### src/include/cfg_option_defines.svh
`ifndef CFG_OPTION_DEFINES_SVH
`define CFG_OPTION_DEFINES_SVH
// ==========================================
// register offsets
`define OFS_CTRL0 8'h00
`define OFS_CTRL1 8'h04
`define OFS_MASK 8'h08
`define OFS_WOPT 8'h0c
`define OFS_CRC 8'h10
`define OFS_FDIN 8'h14
`define OFS_MFR 8'h18
`define OFS_FDOUT 8'h1c
`define OFS_IV 8'h20
`define OFS_SEQ 8'h24
// ==========================================
// wakeup option fields
`define WOPT_DONE_SYNC 23
`define WOPT_TSEL 21
`define WOPT_DONE_SEL 19
`define WOPT_GWEN_SEL 17
`define WOPT_GRSN_SEL 15
`define WOPT_GOUTEN_SEL 13
`define WOPT_WAIT_PLL 11
`define WOPT_UCLK 9
`define WOPT_FSEL 0
`define WOPT_USED 32'h00ff_ea7f
// ==========================================
// crc option and sequence control fields
`define CRC_RB_DIS 1
`define CRC_DIS 0
`define CRC_USED 32'h0000_0003
`define SEQ_START 0
`define SEQ_PTR_CLR 1
// ==========================================
// reset values
`define RST_CTRL 32'h0000_0000
`define RST_MASK 32'h0000_0000
`define RST_WOPT 32'h0000_0000
`define RST_CRC 32'h0000_0000
`define RST_IV 32'h0000_0000
// ==========================================
// phase tables, two bits per select code
`define MAP_DONE 8'hd2
`define MAP_GWEN 8'he1
`define MAP_GRSN 8'he1
`define MAP_GOUTEN 8'he4
// ==========================================
// frame memory geometry
`define FW_BITS 2
`define MEM_AW 6
`endif

### src/include/cfg_option_pkg.sv
package cfg_option_pkg;
  typedef enum logic [3:0] {
    WAKE_IDLE = 4'b0001,
    WAKE_PLL = 4'b0010,
    WAKE_RUN = 4'b0100,
    WAKE_OVER = 4'b1000
  } wake_state_t;
  typedef enum logic [1:0] {
    FILL_IDLE = 2'b01,
    FILL_COPY = 2'b10
  } fill_state_t;
endpackage

### src/design/cfg_option_regs.sv
// Functional notes
// - each zero mask bit blocks that bit in both control registers; mask resets zero
// - mask of 3 lets only bits 1:0 of control registers change
// - wakeup option bit 23 set uses done input directly, clear adds synchronising stages
// - bits 22:21 pick phase spacing of 1, 2, 4 or 1 cycles
// - bits 20:19 pick done phase T3, T1, T2 or T4
// - bits 18:17 pick global write enable phase T2, T1, T3 or T4
// - bits 16:15 pick global set/reset release phase T2, T1, T3 or T4
// - bits 14:13 pick global output enable phase T1, T2, T3 or T4
// - bit 11 set makes wakeup wait for pll lock
// - bit 9 set clocks wakeup from user clock, else configuration clock
// - bits 6:0 select master configuration clock frequency, reset zero
// - crc option bit 1 suppresses readback crc error, bit 0 disables crc check
// - each frame data input word is written into configuration memory
// - repeat count N copies the last written frame into next N frames
// - frame data output reads return configuration memory contents
// - init vector register holds the encryption initial vector
//
// Implementation choices: the APB register port and the register offsets.
`timescale 1ns/1ps
`include "cfg_option_defines.svh"
module cfg_option_regs
  import cfg_option_pkg::*;
(
  // clock and reset
  input wire logic ref_clk,
  input wire logic reset,
  // apb slave
  input wire logic psel,
  input wire logic penable,
  input wire logic pwrite,
  input wire logic [7:0] paddr,
  input wire logic [31:0] pwdata,
  output logic [31:0] prdata,
  output logic pready,
  output logic pslverr,
  // pins
  input wire logic user_clk_pin,
  input wire logic done_pin,
  input wire logic pll_lock_pin,
  // readback crc result from the readback engine
  input wire logic rb_crc_err,
  // configuration controls
  output logic [31:0] ctrl0,
  output logic [31:0] ctrl1,
  output logic [6:0] cfg_clk_freq_sel,
  output logic crc_check_en,
  output logic rb_crc_err_flag,
  output logic [31:0] init_vector,
  // global wakeup signals
  output logic done_out,
  output logic gwen,
  output logic grsn,
  output logic gouten
);
  logic access, wr, mapped, frame_sel, stall, done_ext, wake_tick, uclk_prev;
  logic wake_start, next_wake_start, wake_busy, ptr_clr;
  logic [2:0] pin_raw, pin_s1, pin_s2;
  logic [1:0] done_slow;
  logic [31:0] control_write_mask, wakeup_option, crc_option, rd_mux;
  logic [31:0] next_ctrl0, next_ctrl1, next_mask, next_wopt, next_crc, next_iv, next_prdata;
  fill_state_t fill_state, next_fill_state;
  logic [`MEM_AW-1:0] wr_ptr, next_wr_ptr, rd_ptr, next_rd_ptr, fill_base;
  logic [31:0] rep_left, next_rep_left, fill_n;
  logic [31:0] lastf [0:(1<<`FW_BITS)-1];
  logic mem_we;
  logic next_rb_flag;
  logic [31:0] mem_wdata, mem_rd;

  // ==========================================
  // pin synchronisers
  assign pin_raw = {pll_lock_pin, done_pin, user_clk_pin};

  genvar g;
  generate
    for (g = 0; g < 3; g++) begin : g_sync
      always_ff @(posedge ref_clk) begin
        if (reset) begin
          pin_s1[g] <= 1'b0;
          pin_s2[g] <= 1'b0;
        end else begin
          pin_s1[g] <= pin_raw[g];
          pin_s2[g] <= pin_s1[g];
        end
      end
    end
  endgenerate

  always_ff @(posedge ref_clk) begin
    if (reset) begin
      done_slow <= 2'b00;
      uclk_prev <= 1'b0;
    end else begin
      done_slow <= {done_slow[0], pin_s2[1]};
      uclk_prev <= pin_s2[0];
    end
  end

  // done path and wakeup clock enable
  assign done_ext = wakeup_option[`WOPT_DONE_SYNC] ? pin_s2[1] : done_slow[1];
  assign wake_tick = wakeup_option[`WOPT_UCLK] ? (pin_s2[0] && !uclk_prev) : 1'b1;

  // ==========================================
  // apb decode
  assign access = psel && penable;
  assign frame_sel = (paddr == `OFS_FDIN) || (paddr == `OFS_MFR) ||
                     (paddr == `OFS_FDOUT) || (paddr == `OFS_SEQ);
  assign stall = (fill_state == FILL_COPY) && frame_sel;
  assign pready = !stall;
  assign wr = access && pwrite && pready;
  assign pslverr = access && pready && !mapped;

  always_comb begin
    mapped = 1'b1;
    case (paddr)
      `OFS_CTRL0: rd_mux = ctrl0;
      `OFS_CTRL1: rd_mux = ctrl1;
      `OFS_MASK: rd_mux = control_write_mask;
      `OFS_WOPT: rd_mux = wakeup_option;
      `OFS_CRC: rd_mux = crc_option;
      `OFS_FDIN: rd_mux = 32'h0000_0000;
      `OFS_MFR: rd_mux = 32'h0000_0000;
      `OFS_FDOUT: rd_mux = mem_rd;
      `OFS_IV: rd_mux = init_vector;
      `OFS_SEQ: rd_mux = {26'h0, fill_state == FILL_COPY, gouten, grsn, gwen, done_out, wake_busy};
      default: begin
        rd_mux = 32'h0000_0000;
        mapped = 1'b0;
      end
    endcase
  end

  // ==========================================
  // register bank
  always_comb begin
    next_ctrl0 = ctrl0;
    next_ctrl1 = ctrl1;
    next_mask = control_write_mask;
    next_wopt = wakeup_option;
    next_crc = crc_option;
    next_iv = init_vector;
    next_wake_start = 1'b0;
    next_prdata = prdata;
    next_rb_flag = rb_crc_err && !crc_option[`CRC_RB_DIS];
    if (psel && !(penable && pready)) begin
      next_prdata = rd_mux;
    end
    if (wr) begin
      case (paddr)
        `OFS_CTRL0: next_ctrl0 = (ctrl0 & ~control_write_mask) | (pwdata & control_write_mask);
        `OFS_CTRL1: next_ctrl1 = (ctrl1 & ~control_write_mask) | (pwdata & control_write_mask);
        `OFS_MASK: next_mask = pwdata;
        `OFS_WOPT: next_wopt = pwdata & `WOPT_USED;
        `OFS_CRC: next_crc = pwdata & `CRC_USED;
        `OFS_IV: next_iv = pwdata;
        `OFS_SEQ: next_wake_start = pwdata[`SEQ_START];
        default: begin
        end
      endcase
    end
  end

  always_ff @(posedge ref_clk) begin
    if (reset) begin
      ctrl0 <= `RST_CTRL;
      ctrl1 <= `RST_CTRL;
      control_write_mask <= `RST_MASK;
      wakeup_option <= `RST_WOPT;
      crc_option <= `RST_CRC;
      init_vector <= `RST_IV;
      wake_start <= 1'b0;
      prdata <= 32'h0000_0000;
      rb_crc_err_flag <= 1'b0;
    end else begin
      ctrl0 <= next_ctrl0;
      ctrl1 <= next_ctrl1;
      control_write_mask <= next_mask;
      wakeup_option <= next_wopt;
      crc_option <= next_crc;
      init_vector <= next_iv;
      wake_start <= next_wake_start;
      prdata <= next_prdata;
      rb_crc_err_flag <= next_rb_flag;
    end
  end

  assign cfg_clk_freq_sel = wakeup_option[`WOPT_FSEL +: 7];
  assign crc_check_en = !crc_option[`CRC_DIS];

  // ==========================================
  // frame write, repeat and readback
  assign ptr_clr = wr && (paddr == `OFS_SEQ) && pwdata[`SEQ_PTR_CLR];

  always_comb begin
    next_fill_state = fill_state;
    next_wr_ptr = wr_ptr;
    next_rd_ptr = rd_ptr;
    next_rep_left = rep_left;
    mem_we = 1'b0;
    mem_wdata = pwdata;
    case (fill_state)
      FILL_IDLE: begin
        if (wr && paddr == `OFS_FDIN) begin
          mem_we = 1'b1;
          next_wr_ptr = wr_ptr + `MEM_AW'(1);
        end
        if (wr && paddr == `OFS_MFR && pwdata != 32'h0000_0000) begin
          next_fill_state = FILL_COPY;
          next_rep_left = pwdata;
        end
      end
      FILL_COPY: begin
        mem_we = 1'b1;
        mem_wdata = lastf[wr_ptr[`FW_BITS-1:0]];
        next_wr_ptr = wr_ptr + `MEM_AW'(1);
        if (&wr_ptr[`FW_BITS-1:0]) begin
          next_rep_left = rep_left - 32'd1;
          if (rep_left == 32'd1) begin
            next_fill_state = FILL_IDLE;
          end
        end
      end
      default: next_fill_state = FILL_IDLE;
    endcase
    if (access && pready && !pwrite && paddr == `OFS_FDOUT) begin
      next_rd_ptr = rd_ptr + `MEM_AW'(1);
    end
    if (ptr_clr) begin
      next_wr_ptr = '0;
      next_rd_ptr = '0;
    end
  end

  always_ff @(posedge ref_clk) begin
    if (reset) begin
      fill_state <= FILL_IDLE;
      wr_ptr <= '0;
      rd_ptr <= '0;
      rep_left <= 32'h0000_0000;
    end else begin
      fill_state <= next_fill_state;
      wr_ptr <= next_wr_ptr;
      rd_ptr <= next_rd_ptr;
      rep_left <= next_rep_left;
    end
  end

  // last written frame, one word per entry
  generate
    for (g = 0; g < (1 << `FW_BITS); g++) begin : g_last
      always_ff @(posedge ref_clk) begin
        if (reset) begin
          lastf[g] <= 32'h0000_0000;
        end else if (wr && paddr == `OFS_FDIN && wr_ptr[`FW_BITS-1:0] == `FW_BITS'(g)) begin
          lastf[g] <= pwdata;
        end
      end
    end
  endgenerate

  cfg_frame_mem u_mem (
    .ref_clk(ref_clk),
    .wr_en(mem_we),
    .wr_addr(wr_ptr),
    .wr_data(mem_wdata),
    .rd_addr(rd_ptr),
    .rd_data(mem_rd)
  );

  // ==========================================
  // wakeup sequencer
  cfg_wakeup_seq u_wake (
    .ref_clk(ref_clk),
    .reset(reset),
    .start(wake_start),
    .tick(wake_tick),
    .t_sel(wakeup_option[`WOPT_TSEL +: 2]),
    .done_sel(wakeup_option[`WOPT_DONE_SEL +: 2]),
    .gwen_sel(wakeup_option[`WOPT_GWEN_SEL +: 2]),
    .grsn_sel(wakeup_option[`WOPT_GRSN_SEL +: 2]),
    .gouten_sel(wakeup_option[`WOPT_GOUTEN_SEL +: 2]),
    .wait_pll(wakeup_option[`WOPT_WAIT_PLL]),
    .pll_locked(pin_s2[2]),
    .done_ext(done_ext),
    .done_out(done_out),
    .gwen(gwen),
    .grsn(grsn),
    .gouten(gouten),
    .busy(wake_busy)
  );

  // ==========================================
  // checks
  always_ff @(posedge ref_clk) begin
    if (reset) begin
      fill_base <= '0;
      fill_n <= 32'h0000_0000;
    end else if (fill_state == FILL_IDLE && next_fill_state == FILL_COPY) begin
      fill_base <= wr_ptr;
      fill_n <= pwdata;
    end
  end

  mask_gate_a: assert property (@(posedge ref_clk) disable iff (reset)
    (wr && paddr == `OFS_CTRL0) |=> ((ctrl0 ^ $past(ctrl0)) & ~$past(control_write_mask)) == 32'h0)
    else $error("masked control bit changed");
  mask_low_a: assert property (@(posedge ref_clk) disable iff (reset)
    (wr && paddr == `OFS_CTRL1 && control_write_mask == 32'h0000_0003) |=>
    (ctrl1[31:2] == $past(ctrl1[31:2])) && (ctrl1[1:0] == $past(pwdata[1:0])))
    else $error("control write with low mask wrong");
  done_direct_a: assert property (@(posedge ref_clk) disable iff (reset)
    wakeup_option[`WOPT_DONE_SYNC] |-> done_ext == pin_s2[1])
    else $error("direct done path not selected");
  uclk_tick_a: assert property (@(posedge ref_clk) disable iff (reset)
    (!wakeup_option[`WOPT_UCLK]) |-> wake_tick)
    else $error("configuration clock wakeup stalled");
  fsel_write_a: assert property (@(posedge ref_clk) disable iff (reset)
    (wr && paddr == `OFS_WOPT) |=> cfg_clk_freq_sel == $past(pwdata[6:0]))
    else $error("frequency select not updated");
  rbcrc_mask_a: assert property (@(posedge ref_clk) disable iff (reset)
    crc_option[`CRC_RB_DIS] |=> !rb_crc_err_flag)
    else $error("readback crc error not suppressed");
  frame_write_a: assert property (@(posedge ref_clk) disable iff (reset)
    (wr && paddr == `OFS_FDIN) |-> (mem_we && mem_wdata == pwdata) ##1 (wr_ptr != $past(wr_ptr) || $past(ptr_clr)))
    else $error("frame word not written");
  repeat_len_a: assert property (@(posedge ref_clk) disable iff (reset)
    (fill_state == FILL_COPY && next_fill_state == FILL_IDLE && !ptr_clr) |=>
    wr_ptr == fill_base + `MEM_AW'(fill_n << `FW_BITS))
    else $error("repeat wrote wrong frame count");
  readback_a: assert property (@(posedge ref_clk) disable iff (reset)
    (access && pready && !pwrite && paddr == `OFS_FDOUT) |-> prdata == $past(mem_rd))
    else $error("readback data mismatch");
  iv_write_a: assert property (@(posedge ref_clk) disable iff (reset)
    (wr && paddr == `OFS_IV) |=> init_vector == $past(pwdata))
    else $error("init vector not stored");
  mask_ctrl1_a: assert property (@(posedge ref_clk) disable iff (reset)
    (wr && paddr == `OFS_CTRL1) |=> ((ctrl1 ^ $past(ctrl1)) & ~$past(control_write_mask)) == 32'h0)
    else $error("masked control bit changed");
  done_sync_a: assert property (@(posedge ref_clk) disable iff (reset)
    (!wakeup_option[`WOPT_DONE_SYNC]) |-> done_ext == $past(pin_s2[1], 2))
    else $error("synchronised done path wrong");
  readback_step_a: assert property (@(posedge ref_clk) disable iff (reset)
    (access && pready && !pwrite && paddr == `OFS_FDOUT) |=> rd_ptr == $past(rd_ptr) + `MEM_AW'(1))
    else $error("readback pointer did not step");
endmodule

### src/design/cfg_frame_mem.sv
`timescale 1ns/1ps
`include "cfg_option_defines.svh"
module cfg_frame_mem (
  // clock
  input wire logic ref_clk,
  // write port
  input wire logic wr_en,
  input wire logic [`MEM_AW-1:0] wr_addr,
  input wire logic [31:0] wr_data,
  // read port
  input wire logic [`MEM_AW-1:0] rd_addr,
  output logic [31:0] rd_data
);
  logic [31:0] mem [0:(1<<`MEM_AW)-1];

  always_ff @(posedge ref_clk) begin
    if (wr_en) begin
      mem[wr_addr] <= wr_data;
    end
    rd_data <= mem[rd_addr];
  end
endmodule

### src/design/cfg_wakeup_seq.sv
`timescale 1ns/1ps
`include "cfg_option_defines.svh"
module cfg_wakeup_seq
  import cfg_option_pkg::*;
(
  // clock and reset
  input wire logic ref_clk,
  input wire logic reset,
  // control
  input wire logic start,
  input wire logic tick,
  input wire logic [1:0] t_sel,
  input wire logic [1:0] done_sel,
  input wire logic [1:0] gwen_sel,
  input wire logic [1:0] grsn_sel,
  input wire logic [1:0] gouten_sel,
  input wire logic wait_pll,
  input wire logic pll_locked,
  input wire logic done_ext,
  // global signals
  output logic done_out,
  output logic gwen,
  output logic grsn,
  output logic gouten,
  output logic busy
);
  wake_state_t state, next_state;
  logic [1:0] phase, next_phase, ph_done, ph_gwen, ph_grsn, ph_gouten;
  logic [2:0] gap, next_gap, span;
  logic next_done, next_gwen, next_grsn, next_gouten, hold;

  function automatic logic [1:0] pick(input logic [7:0] tbl, input logic [1:0] sel);
    pick = tbl[{sel, 1'b0} +: 2];
  endfunction

  // ==========================================
  // phase sequencing
  always_comb begin
    ph_done = pick(`MAP_DONE, done_sel);
    ph_gwen = pick(`MAP_GWEN, gwen_sel);
    ph_grsn = pick(`MAP_GRSN, grsn_sel);
    ph_gouten = pick(`MAP_GOUTEN, gouten_sel);
    case (t_sel)
      2'b01: span = 3'd2;
      2'b10: span = 3'd4;
      default: span = 3'd1;
    endcase
    hold = (ph_done <= phase) && !done_ext;
    next_state = state;
    next_phase = phase;
    next_gap = gap;
    next_done = done_out;
    next_gwen = gwen;
    next_grsn = grsn;
    next_gouten = gouten;
    case (state)
      WAKE_IDLE: begin
      end
      WAKE_PLL: begin
        if (pll_locked) begin
          next_state = WAKE_RUN;
        end
      end
      WAKE_RUN: begin
        next_done = done_out | (phase == ph_done);
        next_gwen = gwen | (phase == ph_gwen);
        next_grsn = grsn | (phase == ph_grsn);
        next_gouten = gouten | (phase == ph_gouten);
        if (tick) begin
          if (gap != span - 3'd1) begin
            next_gap = gap + 3'd1;
          end else if (phase == 2'd3 && !hold) begin
            next_state = WAKE_OVER;
          end else if (!hold) begin
            next_phase = phase + 2'd1;
            next_gap = 3'd0;
          end
        end
      end
      WAKE_OVER: begin
      end
      default: next_state = WAKE_IDLE;
    endcase
    if (start) begin
      next_state = (wait_pll && !pll_locked) ? WAKE_PLL : WAKE_RUN;
      next_phase = 2'd0;
      next_gap = 3'd0;
      next_done = 1'b0;
      next_gwen = 1'b0;
      next_grsn = 1'b0;
      next_gouten = 1'b0;
    end
  end

  always_ff @(posedge ref_clk) begin
    if (reset) begin
      state <= WAKE_IDLE;
      phase <= 2'd0;
      gap <= 3'd0;
      done_out <= 1'b0;
      gwen <= 1'b0;
      grsn <= 1'b0;
      gouten <= 1'b0;
    end else begin
      state <= next_state;
      phase <= next_phase;
      gap <= next_gap;
      done_out <= next_done;
      gwen <= next_gwen;
      grsn <= next_grsn;
      gouten <= next_gouten;
    end
  end

  assign busy = (state == WAKE_PLL) || (state == WAKE_RUN);

  // ==========================================
  // checks
  pll_wait_a: assert property (@(posedge ref_clk) disable iff (reset)
    (state == WAKE_PLL && !pll_locked && !start) |=> state == WAKE_PLL)
    else $error("wakeup left pll wait without lock");
  phase_gap_a: assert property (@(posedge ref_clk) disable iff (reset)
    (state == WAKE_RUN && gap != span - 3'd1 && !start) |=> phase == $past(phase))
    else $error("phase advanced before spacing elapsed");
  done_phase_a: assert property (@(posedge ref_clk) disable iff (reset)
    $rose(done_out) |-> $past(phase) == $past(ph_done))
    else $error("done rose at wrong phase");
  gwen_phase_a: assert property (@(posedge ref_clk) disable iff (reset)
    $rose(gwen) |-> $past(phase) == $past(ph_gwen))
    else $error("gwen rose at wrong phase");
  grsn_phase_a: assert property (@(posedge ref_clk) disable iff (reset)
    $rose(grsn) |-> $past(phase) == $past(ph_grsn))
    else $error("grsn rose at wrong phase");
  gouten_phase_a: assert property (@(posedge ref_clk) disable iff (reset)
    $rose(gouten) |-> $past(phase) == $past(ph_gouten))
    else $error("gouten rose at wrong phase");
  global_hold_a: assert property (@(posedge ref_clk) disable iff (reset)
    !start |=> (({done_out, gwen, grsn, gouten} & $past({done_out, gwen, grsn, gouten})) ==
    $past({done_out, gwen, grsn, gouten})))
    else $error("global signal fell without restart");
endmodule

### config.mk
export PLATFORM = sky130hd
export DESIGN_NAME = cfg_option_regs
export DESIGN_NICKNAME = d
export VERILOG_FILES = /design/src/include/cfg_option_pkg.sv /design/src/design/cfg_option_regs.sv /design/src/design/cfg_frame_mem.sv /design/src/design/cfg_wakeup_seq.sv
export VERILOG_INCLUDE_DIRS = /design/src /design/src/include
export SDC_FILE = /design/constraint.sdc
export NUM_CORES = 2
export LEC_CHECK = 0
export ABC_AREA = 1
export ABC_CLOCK_PERIOD_IN_PS = 6700
export BUFFER_PORTS_ARGS = -buffer_cell sky130_fd_sc_hd__buf_2
export CORE_MARGIN = 8
export CORE_UTILIZATION = 40
export CTS_CLUSTER_SIZE = 12
export DETAILED_ROUTE_END_ITERATION = 8
export PLACE_DENSITY = 0.63
export SYNTH_ARGS = -nofsm -noshare
export SYNTH_HDL_FRONTEND = slang
export SYNTH_SLANG_ARGS = --single-unit
### constraint.sdc
create_clock -name ref_clk -period 6.7 [get_ports ref_clk]
set_input_delay 0.67 -clock ref_clk [delete_from_list [all_inputs] [get_ports ref_clk]]
set_output_delay 0.67 -clock ref_clk [all_outputs]
set_load 0.05 [all_outputs]
==> impl_results.md <==
- Status: finished clean
- Worst Tran Pin Value: roughly 1.2 ns
- Crit. End Element: register
- Hold Crit Start: pwdata[30]
- Final ANT Viol Nets: 0
- Post-Syn Area per Cell: 11.98 um^2
- Largest net degree at the start of global routing: approximately 200
- Clk sinks: approximately 2500
- CP Launch Type: register
- Period utilization: 57.25%
- Root Buffer: clkbuf_16
- Setup TNS: 0 ns
- Placer Congestion: 0.9371
- Final worst path period need: 3.836 ns
- Req. time, crit path: 7.49 ns
- Critical path depth in cells: 8
- Clk_skew: between 0.05 and 0.06 ns
- Global-route wire length before repair: 443700 um
- Worst Hold Depth: 3
- Crit-path max FO: between 100 and 150
- Count leader, synth: edfxtp_1
- Peak VDD IR: ~0.00022 V
- P_sw: 6.369 mW
- Number of gates resized after cts: 0
- Fin. Hold Viols: 0
- Hold-fix buffers, CTS: 4
- TritonRoute pass-1 iters: 6
- Vias in the first global route: between 60000 and 70000
- Sequential power share: 53.7%
- Max-slew violations: 0
- Initial core utilization: about two fifths
- Mapped Cells: about 8000
- Total gr overflow: 0
- Row cnt: between 150 and 200
- CP max stage cell: dfxtp_4
- CTS Buf Count: approximately 280
- DRC Markers: 0
- Clock share of power: between 40% and 50%
- Ys Warns: 0
- Buffers on Ports: 191
- Worst Path Buf+Inv: 2
- Synth async-reset ratio: 0%
- Largest area contributor in the netlist: edfxtp_1
- DR vias: 68300
- Lkg Pwr: 36.45 nW
- Clk_lat worst skew: roughly 0.92 ns
- Synth top area share: between 60% and 70%
- Slowest cell delay on critical path: around 0.76 ns
- CTS tree: done
- Boundary pin count: about 190
- Post-layout util: between 40% and 50%
- DRT iter0 DRCs: ~9100
- Post-DP HPWL: 182300 um
- # setup viols final: 0
- Fin nets: ~8300
- Synth top area cells: edfxtp_1 66%, o21ai_0 6.0%, dfxtp_1 5.8%
- Worst-case reg-to-reg path depth: 8
- Combinational power share: under 10%
- Die X: 512.3 um
- HP Class: primary input to register
- Crit Reg-Reg Startpoint: rd_ptr[0]
- Overall Global Routing Usage: a little under a quarter
- Initial antenna violation count: 14
- F_max: ~260 MHz
- Ys flop type: edfxtp_1
- Crit-path leading delay family: simple AND/OR/NAND/NOR gates
- Worst slew margin: a little under a fifth
- Synth Register Bits: 2462
- EDFF count, synth: between 2000 and 2500
- Reg clk slew, reported paths: roughly 0.060 ns
- Count of cell types in the netlist: 45
- Die area: about 0.26 mm^2
- Area Growth Syn to Fin: 12.43%
- Setup CP Type: register to register
- CP startpoint: rd_ptr[0]
- Htree depth: 5
- Vias per cell: between 5 and 6
- Drt wl/cell: between 20 and 30 um
- Crit-path cells: inv_8, buf_4, o21ai_0, o22ai_1, o211ai_1, nand4_1, nand3_1, nand2_1
- Top post-synthesis cells by count: 2176 x edfxtp_1, 1445 x nor2_1, 1179 x o21ai_0
- Synthesized area: between 0.09 and 0.1 mm^2
- Internal power: around 25 mW
- Switching Share: between 20% and 30%
- Postcts setup bufs: 0
- Core area: ~0.25 mm^2
- DRT Wirelength: ~310000 um
- Die Height: about 500 um
- Syn Nets: around 8300
- RSZ-0062 raised after global routing: false
- Clock Path Buffers: 4
- Fraction of layout cells with a size suffix above 1: a little under a tenth
- Sequential share of the synthesized area: 72.13%
- Total of max-cap violations: 0
- Hold WS: approximately 0.12 ns
- Power per Cell Area: 281.3 mW/mm^2
- CP arrival: between 4 and 5 ns
## kinds of logic after synthesis
logic type                 share of synthesized area, %
and+or+nand+nor                                   11.33
DFF                                               72.13
AOI/OAI and AO/OA                                 12.65
buffers and inverters                             3.426
xor gates and xnor gates                         0.2667
adders and majority gates                        0.2032
## stage by stage
stage / instances / total power, mW / worst slack [ns] / instance area, um^2
finish: 11630 / 31.16 / 2.864 / 110800
global route: 11620 / 31.88 / 2.884 / 110800
CTS: 11620 / 31.29 / 2.977 / 110800
detailed placement: 11170 / 17.61 / 2.559 / 102700
global placement: 11170 / 17.60 / 2.495 / 102700
floorplan: 8227 / 17.28 / 2.371 / 98530
## routing by layer
layer	share of wire (%)	GRT usage, %	wire length, um	up-vias
li1	-	-	-	30040
met1	39	29.77	120700	33820
met2	45	34.85	140100	3719
met3	10	5.064	31390	723
met4	6.1	11.84	18940	6
met5	0.013	0	40	-
## registers in the layout (all words and copies together) (netlist names), 4 cells and up, named ones only
signal / cells
prdata: 32
control_write_mask: 32
wr_ptr: 6
u_mem.rd_data: 32
u_mem.mem: 2048
u_wake.state: 4
rep_left: 32
lastf: 128
rd_ptr: 6
wakeup_option: 20
init_vector: 32
## cells in the final DEF (no fill, tap or decap), types with 63 or more instances in the layout
cell          n
clkbuf_1     80
o211ai_1     72
clkbuf_16   286
o21ai_0    1175
nand4_1      63
dfxtp_1     280
a21oi_1     372
buf_4        86
o221ai_1    195
nand2_1     763
nand3_1     356
buf_2       190
nor2_4       67
nor2_1     1378
edfxtp_1   2176
o22ai_1     317
inv_1       219
## worst min-delay path, cell delays in order
cell     delay, ns
buf_2         0.16
nand3_1       0.09
a21oi_1       0.06
## power by group through the flow
| stage | Combinational, mW | Sequential (mW) | Clock [mW] |
|---|---|---|---|
| floorplan | 0.230 | 17.1 | 0 |
| global placement | 0.555 | 17.0 | 0 |
| detailed placement | 0.568 | 17.0 | 0 |
| CTS | 0.569 | 16.7 | 14.0 |
| global route | 0.597 | 16.7 | 14.6 |
| finish | 0.577 | 16.7 | 13.9 |
## final timing paths
path / slack (ns) / to
setup / recovery: 2.86 / u_mem.rd_data[23]
hold / removal: 0.12 / init_vector[30]
setup reg to reg: 2.86 / u_mem.rd_data[23]
hold reg to reg: 0.41 / pin_s2[0]
## cell type report
type / count / area, um^2
repair buffers: 294 / 1917
multi-input cells: 4956 / 24770
clock inverters: 73 / 464.2
inverters: 237 / 923.4
clock buffers: 374 / 7567
diodes: 9 / 22.52
well taps: 3220 / 4029
flip-flops and latches: 2462 / 71090
fillers: 21900 / 134700
No activity file was read; power rests on OpenSTA's default activity.
